==> src/shared/crxid_defs.svh <==
`ifndef CRXID_DEFS_SVH
`define CRXID_DEFS_SVH

// ----------------------------------------
// Register byte offsets
// ----------------------------------------
`define CRXID_OFS_ID_HIGH      8'h00
`define CRXID_OFS_ID_LOW       8'h04
`define CRXID_OFS_EXT_HIGH     8'h08
`define CRXID_OFS_EXT_LOW      8'h0C
`define CRXID_OFS_LENGTH       8'h10
`define CRXID_OFS_STATUS       8'h14

// ----------------------------------------
// Field positions
// ----------------------------------------
`define CRXID_IDL_SRR_BIT      4
`define CRXID_IDL_EXT_BIT      3
`define CRXID_IDL_UNUSED_BIT   2
`define CRXID_LEN_UNUSED_BIT   7
`define CRXID_LEN_RTR_BIT      6
`define CRXID_STAT_INV_BIT     4

// ----------------------------------------
// Masks, limits, reset values and response codes
// ----------------------------------------
`define CRXID_IDL_WMASK        8'hEB
`define CRXID_LEN_WMASK        8'h4F
`define CRXID_DLC_MAX          4'h8
`define CRXID_BYTE_RESET       8'h00
`define CRXID_RESP_OKAY        2'h0
`define CRXID_RESP_SLVERR      2'h2

`endif

==> src/shared/crxid_pkg.sv <==
package crxid_pkg;

  // ----------------------------------------
  // Frame handed over by the receive engine
  // ----------------------------------------
  typedef struct packed {
    logic        ext;
    logic        rtr;
    logic [28:0] id;
    logic [3:0]  dlc;
  } crxid_frame_t;

  // ----------------------------------------
  // Whole module state
  // ----------------------------------------
  typedef struct packed {
    logic [7:0]  id_high;
    logic [7:0]  id_low;
    logic [7:0]  ext_high;
    logic [7:0]  ext_low;
    logic [7:0]  length;
    logic        aw_got;
    logic [7:0]  awaddr;
    logic        w_got;
    logic [7:0]  wbyte;
    logic        wlane;
    logic        bvalid;
    logic [1:0]  bresp;
    logic        rvalid;
    logic [31:0] rdata;
    logic [1:0]  rresp;
  } crxid_state_t;

endpackage

==> src/core/crxid_regs.sv <==
`timescale 1ns/100ps
`include "crxid_defs.svh"

module crxid_regs #(
  parameter int ADDR_W = 8
) (
  input  wire logic                  aclk,
  input  wire logic                  aresetn,
  input  wire logic [ADDR_W-1:0]     s_axi_awaddr,
  input  wire logic                  s_axi_awvalid,
  output logic                       s_axi_awready,
  input  wire logic [31:0]           s_axi_wdata,
  input  wire logic [3:0]            s_axi_wstrb,
  input  wire logic                  s_axi_wvalid,
  output logic                       s_axi_wready,
  output logic [1:0]                 s_axi_bresp,
  output logic                       s_axi_bvalid,
  input  wire logic                  s_axi_bready,
  input  wire logic [ADDR_W-1:0]     s_axi_araddr,
  input  wire logic                  s_axi_arvalid,
  output logic                       s_axi_arready,
  output logic [31:0]                s_axi_rdata,
  output logic [1:0]                 s_axi_rresp,
  output logic                       s_axi_rvalid,
  input  wire logic                  s_axi_rready,
  input  wire logic                  frame_valid,
  input  wire crxid_pkg::crxid_frame_t frame,
  input  wire logic                  buffer_remote_request_status,
  output logic [3:0]                 data_length,
  output logic                       length_invalid
);
  import crxid_pkg::*;

  crxid_state_t state_reg;
  crxid_state_t state_next;

  logic        aw_hs;
  logic        w_hs;
  logic        ar_hs;
  logic        aw_now;
  logic        w_now;
  logic [7:0]  waddr;
  logic [7:0]  raddr;
  logic [7:0]  id_low_view;
  logic [7:0]  status_view;
  logic [7:0]  rbyte;
  logic        rhit;
  logic        whit;

  // ----------------------------------------
  // Bus handshakes
  // ----------------------------------------
  assign s_axi_awready = !state_reg.aw_got && !state_reg.bvalid;
  assign s_axi_wready  = !state_reg.w_got && !state_reg.bvalid;
  assign s_axi_arready = !state_reg.rvalid;
  assign s_axi_bvalid  = state_reg.bvalid;
  assign s_axi_bresp   = state_reg.bresp;
  assign s_axi_rvalid  = state_reg.rvalid;
  assign s_axi_rdata   = state_reg.rdata;
  assign s_axi_rresp   = state_reg.rresp;

  assign aw_hs  = s_axi_awvalid && s_axi_awready;
  assign w_hs   = s_axi_wvalid && s_axi_wready;
  assign ar_hs  = s_axi_arvalid && s_axi_arready;
  assign aw_now = state_reg.aw_got || aw_hs;
  assign w_now  = state_reg.w_got || w_hs;
  assign waddr  = state_reg.aw_got ? state_reg.awaddr : 8'(s_axi_awaddr);
  assign raddr  = 8'(s_axi_araddr);

  // ----------------------------------------
  // Length decode
  // ----------------------------------------
  assign length_invalid = state_reg.length[3:0] > `CRXID_DLC_MAX;
  assign data_length    = length_invalid ? 4'h0 : state_reg.length[3:0];

  // ----------------------------------------
  // Read views
  // ----------------------------------------
  always_comb begin
    id_low_view = state_reg.id_low;
    id_low_view[`CRXID_IDL_UNUSED_BIT] = 1'b0;
    id_low_view[`CRXID_IDL_SRR_BIT] = !state_reg.id_low[`CRXID_IDL_EXT_BIT]
                                      && buffer_remote_request_status;
    status_view = {3'h0, length_invalid, data_length};
  end

  always_comb begin
    rhit  = 1'b1;
    rbyte = `CRXID_BYTE_RESET;
    case (raddr)
      `CRXID_OFS_ID_HIGH:  rbyte = state_reg.id_high;
      `CRXID_OFS_ID_LOW:   rbyte = id_low_view;
      `CRXID_OFS_EXT_HIGH: rbyte = state_reg.ext_high;
      `CRXID_OFS_EXT_LOW:  rbyte = state_reg.ext_low;
      `CRXID_OFS_LENGTH:   rbyte = state_reg.length & `CRXID_LEN_WMASK;
      `CRXID_OFS_STATUS:   rbyte = status_view;
      default:             rhit  = 1'b0;
    endcase
  end

  // ----------------------------------------
  // Next state
  // ----------------------------------------
  always_comb begin
    state_next = state_reg;
    whit = 1'b1;
    case (waddr)
      `CRXID_OFS_ID_HIGH, `CRXID_OFS_ID_LOW, `CRXID_OFS_EXT_HIGH,
      `CRXID_OFS_EXT_LOW, `CRXID_OFS_LENGTH, `CRXID_OFS_STATUS: whit = 1'b1;
      default: whit = 1'b0;
    endcase
    if (aw_hs) begin
      state_next.aw_got = 1'b1;
      state_next.awaddr = 8'(s_axi_awaddr);
    end
    if (w_hs) begin
      state_next.w_got = 1'b1;
      state_next.wbyte = s_axi_wdata[7:0];
      state_next.wlane = s_axi_wstrb[0];
    end
    if (aw_now && w_now && !state_reg.bvalid) begin
      state_next.aw_got = 1'b0;
      state_next.w_got  = 1'b0;
      state_next.bvalid = 1'b1;
      state_next.bresp  = whit ? `CRXID_RESP_OKAY : `CRXID_RESP_SLVERR;
      if (w_hs ? s_axi_wstrb[0] : state_reg.wlane) begin
        case (waddr)
          `CRXID_OFS_ID_HIGH:  state_next.id_high  = w_hs ? s_axi_wdata[7:0] : state_reg.wbyte;
          `CRXID_OFS_ID_LOW:   state_next.id_low   = (w_hs ? s_axi_wdata[7:0] : state_reg.wbyte)
                                                     & `CRXID_IDL_WMASK;
          `CRXID_OFS_EXT_HIGH: state_next.ext_high = w_hs ? s_axi_wdata[7:0] : state_reg.wbyte;
          `CRXID_OFS_EXT_LOW:  state_next.ext_low  = w_hs ? s_axi_wdata[7:0] : state_reg.wbyte;
          `CRXID_OFS_LENGTH:   state_next.length   = (w_hs ? s_axi_wdata[7:0] : state_reg.wbyte)
                                                     & `CRXID_LEN_WMASK;
          default: ;
        endcase
      end
    end
    if (state_reg.bvalid && s_axi_bready) begin
      state_next.bvalid = 1'b0;
    end
    if (ar_hs) begin
      state_next.rvalid = 1'b1;
      state_next.rdata  = {24'h00_0000, rbyte};
      state_next.rresp  = rhit ? `CRXID_RESP_OKAY : `CRXID_RESP_SLVERR;
    end else if (state_reg.rvalid && s_axi_rready) begin
      state_next.rvalid = 1'b0;
    end
    // Frame capture wins over a software write in the same cycle
    if (frame_valid) begin
      if (frame.ext) begin
        state_next.id_high  = frame.id[28:21];
        state_next.id_low   = {frame.id[20:18], 1'b0, 1'b1, 1'b0, frame.id[17:16]};
        state_next.ext_high = frame.id[15:8];
        state_next.ext_low  = frame.id[7:0];
      end else begin
        state_next.id_high  = frame.id[10:3];
        state_next.id_low   = {frame.id[2:0], 1'b0, 1'b0, 3'h0};
        state_next.ext_high = `CRXID_BYTE_RESET;
        state_next.ext_low  = `CRXID_BYTE_RESET;
      end
      state_next.length = {1'b0, frame.rtr, 2'h0, frame.dlc};
    end
  end

  always_ff @(posedge aclk) begin
    if (!aresetn) begin
      state_reg <= '0;
    end else begin
      state_reg <= state_next;
    end
  end
endmodule

==> config.mk <==
export PLATFORM = sky130hd
export DESIGN_NAME = crxid_regs
export DESIGN_NICKNAME = d
export VERILOG_FILES = /design/src/shared/crxid_pkg.sv /design/src/core/crxid_regs.sv
export VERILOG_INCLUDE_DIRS = /design/src /design/src/shared
export SDC_FILE = /design/constraint.sdc
export NUM_CORES = 1
export LEC_CHECK = 0
export BUFFER_PORTS_ARGS = -buffer_cell sky130_fd_sc_hd__buf_2
export CORE_ASPECT_RATIO = 0.75
export CORE_MARGIN = 10
export CORE_UTILIZATION = 50
export CTS_CLUSTER_SIZE = 14
export DETAILED_ROUTE_END_ITERATION = 6
export PLACE_DENSITY = 0.85
export SYNTH_ARGS = -nofsm -noshare
export SYNTH_HDL_FRONTEND = slang
export SYNTH_SLANG_ARGS = --single-unit
==> constraint.sdc <==
create_clock -name aclk -period 2.2 [get_ports aclk]
set_clock_uncertainty 0.15 [all_clocks]
set_input_delay 0.33 -clock aclk [delete_from_list [all_inputs] [get_ports aclk]]
set_output_delay 0.33 -clock aclk [all_outputs]
set_load 0.03 [all_outputs]
# Yosys cells after proc, flatten, opt, wreduce, memory -nomap -nowiden
# Index checks and enable logic that the tools add are counted.
[op_classes]
magnitude_cmp = 1
eq_ne = 10
n_mux = 21
bitwise_logic = 1
reduce_logical = 36
[ops]
columns = ["cell", "count"]
rows = [
  ["$mux W40", 2],
  ["$mux W8", 6],
  ["$pmux W8 S6", 1],
  ["$mux W41", 1],
  ["$eq A8 B4 Y1 const B", 4],
  ["$eq A8 B5 Y1 const B", 4],
  ["$mux W32", 1],
  ["$eq A8 B3 Y1 const B", 2],
  ["$logic_not A8 Y1", 2],
  ["$reduce_bool A2 Y1", 8],
  ["$reduce_and A3 Y1", 5],
  ["$reduce_or A6 Y1", 2],
  ["$logic_and A1 B1 Y1", 10],
  ["$mux W9", 1],
  ["$mux W7", 1],
  ["$logic_not A1 Y1", 5],
  ["$mux W1", 5],
  ["$gt A4 B4 Y1 const B", 1],
  ["$mux W2", 2],
  ["$mux W4", 1],
  ["$reduce_or A2 Y1", 2],
  ["$logic_or A1 B1 Y1", 2],
  ["$not A1 Y1", 1],
]
[totals]
ff_bits = 70
out_inout_bits = 46

# Longest topological paths before layout
# Gate-level depths: netlist (run 1).
[depth]
depth_word = 8
mapped_depth = 7

# Least setup slack after synthesis (run 1)
# OpenSTA, ideal clock, no wires.
[synth_timing]
path_type = "reg-to-reg"
from = "register state_reg (netlist bit s_axi_bvalid)"
to = "register state_reg[51] (netlist bit)"
arrival_time_ps = 2009
setup_slack_ps = -74
path_stages_with_launch = 6
n_path_buf = 1
period_less_slack_ps = 2274
path_cell_list = "dfxtp_1 nor2_1 and2_1 clkbuf_1 mux2_2 and2_1"
[synth_between]
elab_chain_cells = 3
[synth_rtl]
columns = ["item", "line_no", "rtl"]
rows = [
  ["start, declared", "crxid_regs.sv:34", "crxid_state_t state_reg;"],
  ["start signal, assigned", "crxid_regs.sv:170", "state_reg <= state_next;"],
  ["$logic_not A1 Y1", "crxid_regs.sv:53", "assign s_axi_awready = !state_reg.aw_got && !state_reg.bvalid;"],
  ["$logic_and A1 B1 Y1", "crxid_regs.sv:53", ""],
  ["via s_axi_awready", "crxid_regs.sv:11", "output logic s_axi_awready,"],
  ["$logic_and A1 B1 Y1", "crxid_regs.sv:62", "assign aw_hs = s_axi_awvalid && s_axi_awready;"],
]
# The timed path passes the listed nets, and every way through them passes these cells.
# A chain may end at the register's enable or synchronous reset.

# Final worst setup path (run 1)
[layout_timing]
from = "register state_reg[56] (netlist bit)"
to = "register state_reg[95] (netlist bit)"
[layout_between]
elab_chain_cells = 8
[layout_rtl]
columns = ["item", "line_no", "rtl"]
rows = [
  ["$logic_not A1 Y1", "crxid_regs.sv:53", ""],
  ["$logic_and A1 B1 Y1", "crxid_regs.sv:53", ""],
  ["$logic_and A1 B1 Y1", "crxid_regs.sv:62", ""],
  ["$logic_or A1 B1 Y1", "crxid_regs.sv:65", "assign aw_now = state_reg.aw_got || aw_hs;"],
  ["$logic_and A1 B1 Y1 (2 in series)", "crxid_regs.sv:121", "if (aw_now && w_now && !state_reg.bvalid) begin"],
  ["$reduce_bool A2 Y1 (no source line)", "--", ""],
  ["$reduce_and A3 Y1 (no source line) (*)", "--", ""],
]
# Every way passes the cells marked *; elsewhere a longest branch is shown, timed or not.

==> results.cfg, run 1 <==
[route]
drtIter0Drc = 394
wirelength_um = 11600
drc = 0
ant_nets = 0
avgRoutedWirePerCell_um = 17.5
dr.pass1.iters = 6
vias = 3649
via_per_inst = 5.54

[synthesis]
synthAdderAreaFrac_pct = 0
synthXorXnorAreaFrac_pct = 0
yosysWarnings = 0
ys_seq_area_share_pct = 33.9
synthSimpleGateAreaFrac_pct = 19.9
async_reset_ff_share_pct = 0
avgSynthCellArea_um2 = 8.30
synth_cells = 469
synth_top_family_by_area = simple AND/OR/NAND/NOR gates
synth-main-ff-cell = dfxtp_1
synth_compound_area_share_pct = 18.9
synth_edf_count = 0
yosysTopAreaCell = dfxtp_1
synthMuxAreaShare_pct = 16.5
ys_top_cells_by_count = dfxtp_1 (66), o21ai_0 (60), nand2_1 (54)
netlist-cell-type-count = 49
yosysTopAreaCellShare_pct = 33.9
synthTopCellsByArea = dfxtp_1 (34%), mux2i_1 (11%), o21ai_0 (7.7%)
synthesis.area_um2 = 3890
synth_most_common_cell = dfxtp_1
synth-seq-cells = 66

[floorplan]
start_util_pct = 52.2
die_w_um = 122
ios = 142
rows = 27
core_um2 = 7470
die_y_um = 96.4
die_area_um2 = 11800

[clock_network]
hold_buffers = 0
htree_levels = 3
cts-root-buf = clkbuf_8
post-cts-setup-buffers = 0
clkLatencyLatePin_ns = 0.35
clock-sinks = 66
path_clk_slew_ns = 0.07
numCtsBuffers = 9
cts_tree = done
cts_buffer_depth = 2

[cells_and_area]
largest_reg_flops = 48
fin_util_pct = 62.1
layout-drive-gt1-share_pct = 28.3
fin_nets = 649
synthToLayoutAreaGrowth_pct = 19.2
diodes = 0

[setup_path]
critical_path_required_ns = 2.28
cp_max_fo = 12
cp_cell_sequence = buf_12, nor3_1, buf_4, a2bb2o_4, a2111oi_4, buf_4, mux2i_1, a21oi_1
crit_slowest_cell = dfxtp_2
r2r_cells = 8
max_stage_delay_ns = 0.36
crit_arrival_ns = 2.18
path_class = reg2reg
cp_common_cell = buf_4
crit_path_end_kind = flop
startpoint_type = flop

[pwr]
pwr-share-seq_pct = 42.5
leakage_nw = 1.98
p_comb_share_pct = 22.2
p_clk_share_pct = 35.3
switching_share_pct = 29.6
switching_power_uw = 917
p_per_area_nw_per_um2 = 668
power.internal_mw = 2.18
irDropWorstVdd_uv = 498
power_mw = 3.10

[timing]
fmax_mhz = 475
maxSlewViolCount = 0
hold_violations = 0
worst_pin_slew_ns = 0.678
layout_min_cycle_time_ns = 2.11
timing.final.crit_share_pct = 95.7
setup_viol = 0
rsz0062_at_grt = no
slew-limit-headroom_pct = 53.5
setup_tns_ns = 0

[status]
run_status = complete, no violations

[grt]
grt_start_max_net_pins = 38
antenna_found_initial = 0
grt_pass1_wl_um = 18000
track_usage_pct = 19.3
grt_pass1_vias = 3618
grt-ovfl-total = 0

[min_path]
min_path_type = in2reg
hold-path-cell-count = 2

[placed_design]
portBuffers = 88
gp_congestion = 0.899
dp_hpwl_um = 8980

[run]
maxCapViolations = 0
worst paths after layout:
path / from / endpoint / slack [ns]
worst min-delay path: s_axi_arvalid / s_axi_rvalid / 0.09
worst min register to register: s_axi_rdata[0] / s_axi_rdata[0] / 0.32
worst max register to register: state_reg[56] / state_reg[95] / 0.09
worst max-delay path: state_reg[56] / state_reg[95] / 0.09
area by class of cell:
type	count	area, µm²
fill	648	2830
clock inverter	1	30.0
tap	101	126
inverter	7	26.3
multi-input combinational	355	2290
timing repair buffer	114	661
sequential	66	1320
clock buffer	15	186
critical path, delay by kind of cell, from the launching register on:
kind / cells / cell delay, ns
compound gates: 3 / 0.62
mux: 1 / 0.21
simple gates: 1 / 0.13
flops: 1 / 0.36
buf+inv: 3 / 0.52
cells in the final DEF (no fill, tap or decap), types with 4 or more instances in the layout:
cell type / synthesis / final
o21ai_0: 60 / 60
a2bb2oi_1: 4 / 4
nand2b_1: 4 / 4
and2_1: 5 / 5
nor2_1: 25 / 23
clkbuf_8: 0 / 13
inv_1: 7 / 7
nor3_1: 7 / 6
and3_1: 4 / 4
mux2i_1: 44 / 44
buf_2: 1 / 88
nor2b_1: 24 / 24
buf_4: 37 / 24
nand2_1: 54 / 54
a21boi_0: 6 / 6
conb_1: 1 / 26
a211oi_1: 4 / 4
nor3b_2: 1 / 4
a21oi_1: 11 / 10
dfxtp_1: 66 / 65
nand3_1: 20 / 20
mux2_2: 12 / 12
metal layers:
layer / routed length [µm] / vias up / share of wire (%) / track usage (%)
met5: 0 / - / 0 / 0
met4: 193 / 0 / 1.7 / 5.54
met3: 1190 / 23 / 10 / 6.49
met2: 5120 / 190 / 44 / 30.2
met1: 5060 / 1680 / 44 / 24.8
li1: - / 1756 / - / -
per-stage QoR:
stage / hold WS [ns] / cell area, µm² / setup WS, ns / instances
detailed placement: 0.312 / 4390 / -0.0724 / 643
floorplan: 0.285 / 3990 / 0.0634 / 494
global route: 0.0793 / 4640 / 0.0142 / 659
global placement: 0.295 / 4390 / 0.0104 / 643
CTS: 0.0721 / 4620 / 0.0818 / 659
finish: 0.0863 / 4640 / 0.0948 / 659
cell families after synthesis:
logic type | Yosys count
muxes | 59
DFF | 66
AOI/OAI and AO/OA | 114
buffers and inverters | 73
other | 1
and+or+nand+nor | 156
power groups by stage:
stage / registers (mW) / clock network, mW / logic [mW]
after detailed placement: 1.34 / 0 / 0.666
final: 1.32 / 1.10 / 0.688
after floorplan: 1.33 / 0 / 0.479
after CTS: 1.31 / 1.12 / 0.671
after global placement: 1.34 / 0 / 0.647
after global routing: 1.32 / 1.17 / 0.743
timing repair:
action | in CTS | in global routing
resized for setup | 3 | 4
cloned | 0 | 0
endpoints found under the setup margin | 6 | 4
(Power assumes the default switching activity.)
==> inputs of run 2 (changes only) <==
Settings changed: CTS_CLUSTER_SIZE 14 to unset, RECOVER_POWER set to 50.
==> run 2 against run 1 <==
  * Count of clock-buffer cells in the layout stayed put
  * Register-to-register slack hardly changed
  * Clock power hardly changed
  * Sequential share of layout area is 0.24 points higher
  * Die area stayed put
  * Non-clock buffer count stayed put
  * Design area is 0.84% lower
  * Hold slack better by 0.0015 ns
==> results.cfg, run 2 (same netlist as run 1, synthesis figures left out) <==
[status]
run_status = complete, no violations

[grt]
grt_pass1_wl_um = 18000
antenna_found_initial = 0
grt-ovfl-total = 0
track_usage_pct = 19.3
grt_pass1_vias = 3618
grt_start_max_net_pins = 38

[timing]
layout_min_cycle_time_ns = 2.11
setup_viol = 0
setup_tns_ns = 0
worst_pin_slew_ns = 1.01
fmax_mhz = 475
timing.final.crit_share_pct = 95.8
rsz0062_at_grt = no
maxSlewViolCount = 0
slew-limit-headroom_pct = 32.7
hold_violations = 0
hold_ws_ns = 0.0878

[setup_path]
r2r_cells = 8
cp_max_fo = 12
critical_path_required_ns = 2.28
r2r_start = state_reg[56]
crit_path_end_kind = flop
path_class = reg2reg
rrSetupSlack_ns = 0.09
reg2reg_to = state_reg[95]
startpoint_type = flop
crit_arrival_ns = 2.18

[run]
maxCapViolations = 0

[route]
wirelength_um = 11600
dr.pass1.iters = 6
drtIter0Drc = 405
avgRoutedWirePerCell_um = 17.6
ant_nets = 0
vias = 3722
drc = 0
via_per_inst = 5.65

[cells_and_area]
fin_nets = 649
synthToLayoutAreaGrowth_pct = 18.2
layout-drive-gt1-share_pct = 24.2
largest_reg_flops = 48
design_area_um2 = 4600
layout_commonest_cell = buf_2
layout_common_cells = buf_2 (69), dfxtp_1 (65), o21ai_0 (60)
fillCellCount = 656
multi_input_area_um2 = 2280
regArea_um2 = 1320
diodes = 0

[clock_network]
path_clk_slew_ns = 0.07
cts_buffer_depth = 2
numCtsBuffers = 9
htree_levels = 3
cts-root-buf = clkbuf_8
clkLatencyLatePin_ns = 0.35
clock-sinks = 66
post-cts-setup-buffers = 0
cts_tree = done

[placed_design]
placed_area_um2 = 4390
portBuffers = 88
dp_hpwl_um = 8980
gp_congestion = 0.899

[min_path]
hp-start = s_axi_arvalid
min_path_type = in2reg
hold-path-cell-count = 2
holdPathEnd = s_axi_rvalid

[floorplan]
core_um2 = 7470
die_w_um = 122
rows = 27
ios = 142
start_util_pct = 52.2
die_y_um = 96.4
die_area_um2 = 11800

[pwr]
irDropWorstVdd_uv = 496
leakage_nw = 1.89
p_per_area_nw_per_um2 = 672
run 2: cell type report:
cell class                 instances  share of cell area [%]
inverter                           7                   0.571
sequential                        66                    28.7
timing repair buffer             114                    13.7
clock inverter                     1                   0.653
tap                              101                    2.75
clock buffer                      15                    4.05
multi-input combinational        355                    49.6
run 2: metal layers:
layer  vias up  GRT usage (%)  part of all wire, %
met5         -              0                    0
met1      1712           24.8                   43
li1       1758              -                    -
met3        32           6.49                   10
met4         0           5.54                  2.0
met2       220           30.2                   44
run 2: critical path, cell delays in order (launching register included):
cell and delay [ns]:
dfxtp_2 0.35, buf_12 0.15, nor3_1 0.13, buf_4 0.15, a2bb2o_4 0.23, a2111oi_4 0.29
buf_4 0.22, mux2i_1 0.21, a21oi_1 0.09
run 2: how the worst max path moves through the flow:
stage | end | slack, ns | startpoint | cells after the start
CTS | id_low_view[7] | 0.08 | state_reg[56] | 7
global placement | state_reg[60] | 0.01 | state_reg[56] | 6
global route | state_reg[95] | 0.02 | state_reg[56] | 8
detailed placement | state_reg[58] | -0.07 | state_reg[56] | 6
finish | state_reg[95] | 0.09 | state_reg[56] | 8
floorplan | state_reg[89] | 0.06 | s_axi_bvalid | 5
run 2: repair_timing:
action,in CTS,in global routing
setup endpoints to repair,6,4
hold buffers,0,0
resized for setup,3,4
run 2: power by group:
part,switching (mW),internal [mW],leakage (nW)
clock network,0.447,0.649,0.110
logic,0.418,0.262,1.24
registers,0.0527,1.26,0.541
total,0.918,2.17,1.89
run 2: metrics by stage:
stage	utilization (%)	total power, mW	setup slack (ns)	instances
CTS	61.9	3.10	0.0818	659
global route	61.6	3.22	0.0156	659
global placement	58.9	1.98	0.0104	643
detailed placement	58.9	2.01	-0.0724	643
finish	61.6	3.09	0.0934	659
floorplan	-	1.81	0.0634	494
==> inputs of run 3 (changes only) <==
Settings changed: CORE_ASPECT_RATIO 0.75 to 1.75.
==> run 3 against run 2 <==
  * Hold slack gained 0.023 ns
  * Worst setup slack gained 0.038 ns
  * Sequential power is essentially flat
  * Wire length shrank 3.5%
  * First-iteration DRC count shrank 45%
==> results.cfg, run 3 (same netlist as run 1, synthesis figures left out) <==
[route]
dr.pass1.iters = 5
drc = 0
via_per_inst = 5.67
vias = 3663
drtIter0Drc = 224
ant_nets = 0
wirelength_um = 11200
avgRoutedWirePerCell_um = 17.3

[min_path]
hold-path-cell-count = 2
hp-start = s_axi_arvalid
min_path_type = in2reg
holdPathEnd = s_axi_rvalid

[cells_and_area]
largest_reg_flops = 48
synthToLayoutAreaGrowth_pct = 18.7
fin_nets = 649
layout_commonest_cell = buf_2
design_area_um2 = 4620
layout_common_cells = buf_2 (70), dfxtp_1 (65), o21ai_0 (60)
multi_input_area_um2 = 2280
diodes = 0
fillCellCount = 658
regArea_um2 = 1320
layout-drive-gt1-share_pct = 23.8

[timing]
fmax_mhz = 483
hold_violations = 0
setup_viol = 0
maxSlewViolCount = 0
timing.final.crit_share_pct = 94.0
setup_tns_ns = 0
layout_min_cycle_time_ns = 2.07
slew-limit-headroom_pct = 31.9
worst_pin_slew_ns = 1.02
rsz0062_at_grt = no

[setup_path]
critPathLaunch = state_reg[56]
path_buf_inv = 1
critPathTopFamily = compound AO/OA/AOI/OAI gates
crit_path_end_kind = flop
cp_max_fo = 10
reg2reg_to = state_reg[94]
cp_cell_sequence = nor3b_4, a2bb2o_4, a2111oi_4, buf_12, mux2i_1, a21oi_1
rrSetupSlack_ns = 0.13
r2r_start = state_reg[56]
startpoint_type = flop
r2r_cells = 6
max_stage_delay_ns = 0.43
crit_slowest_cell = dfxtp_2
path_class = reg2reg
critical_path_required_ns = 2.26
crit_arrival_ns = 2.13

[pwr]
irDropWorstVdd_uv = 409
switching_power_uw = 961
p_comb_share_pct = 20.3
pwr-share-seq_pct = 40.4
power.internal_mw = 2.32
leakage_nw = 1.90
switching_share_pct = 29.3
p_per_area_nw_per_um2 = 709
p_clk_share_pct = 39.3

[grt]
track_usage_pct = 18.9
grt_start_max_net_pins = 37
grt_pass1_wl_um = 18000
grt-ovfl-total = 0
grt_pass1_vias = 3786
antenna_found_initial = 0

[floorplan]
die_w_um = 86.7
rows = 42
die_y_um = 137
die_area_um2 = 11900
start_util_pct = 51.5
ios = 142
core_um2 = 7570

[clock_network]
clkLatencyLatePin_ns = 0.33
clock-sinks = 66
cts-root-buf = clkbuf_16
path_clk_slew_ns = 0.05
cts_buffer_depth = 2
cts_tree = done
numCtsBuffers = 9
hold_buffers = 0
htree_levels = 3

[placed_design]
dp_hpwl_um = 8610
portBuffers = 88
placed_area_um2 = 4370
gp_congestion = 0.898

[status]
run_status = complete, no violations

[run]
maxCapViolations = 0
-- run 3: cell types whose count changed in the layout (fill, tap and decap cells not counted), moves of 2 or more --
| cell | change |
|---|---|
| buf_4 | -2 |
| clkbuf_1 | +2 |
| clkbuf_16 | +9 |
| clkbuf_8 | -12 |
-- run 3: repair_timing --
| action | CTS | global route |
|---|---|---|
| setup buffers | 0 | 0 |
| cloned | 0 | 0 |
| setup endpoints to repair | 8 | 6 |
| resized for setup | 4 | 2 |
-- run 3: through the flow --
stage	power, mW	utilization [%]	setup slack (ns)	cells	hold slack (ns)
global route	3.40	61.1	0.0129	646	0.136
floorplan	1.81	-	0.0634	494	0.285
CTS	3.28	61.4	0.0866	646	0.107
global placement	1.98	57.7	0.0951	630	0.296
finish	3.28	61.1	0.131	646	0.111
detailed placement	2.00	57.7	-0.0162	630	0.309
-- run 3: power groups by stage --
stage,clock network (mW),logic (mW),registers [mW]
floorplan,0,0.479,1.33
global placement,0,0.641,1.34
detailed placement,0,0.658,1.34
CTS,1.29,0.668,1.32
global route,1.35,0.724,1.33
finish,1.29,0.665,1.32
-- run 3: area by class of cell --
cell class / instances / share of cell area [%]
Multi-Input combinational cell: 355 / 49.4
Clock buffer: 14 / 5.50
Sequential cell: 66 / 28.6
Clock inverter: 2 / 0.271
Timing Repair Buffer: 114 / 13.2
Tap cell: 88 / 2.38
Inverter: 7 / 0.568
-- run 3: how the worst max path moves through the flow --
stage / endpoint / slack (ns) / depth (start not counted)
final: state_reg[94] / 0.13 / 6
after global routing: id_low_view[7] / 0.01 / 7
after CTS: state_reg[94] / 0.09 / 7
after detailed placement: state_reg[89] / -0.02 / 7
after global placement: id_low_view[7] / 0.1 / 7
after floorplan: state_reg[89] / 0.06 / 5
-- run 3: worst register-to-register path: stages (launching register included) --
cell       delay (ns)
dfxtp_2          0.43
nor3b_4          0.30
a2bb2o_4         0.27
a2111oi_4        0.34
buf_12           0.19
mux2i_1          0.20
a21oi_1          0.08
-- run 3: metal layers --
metal | share of wire, % | track usage (%)
met5 | 0 | 0
met4 | 4.7 | 13.2
met3 | 8.1 | 4.23
met2 | 49 | 31.4
met1 | 39 | 20.5
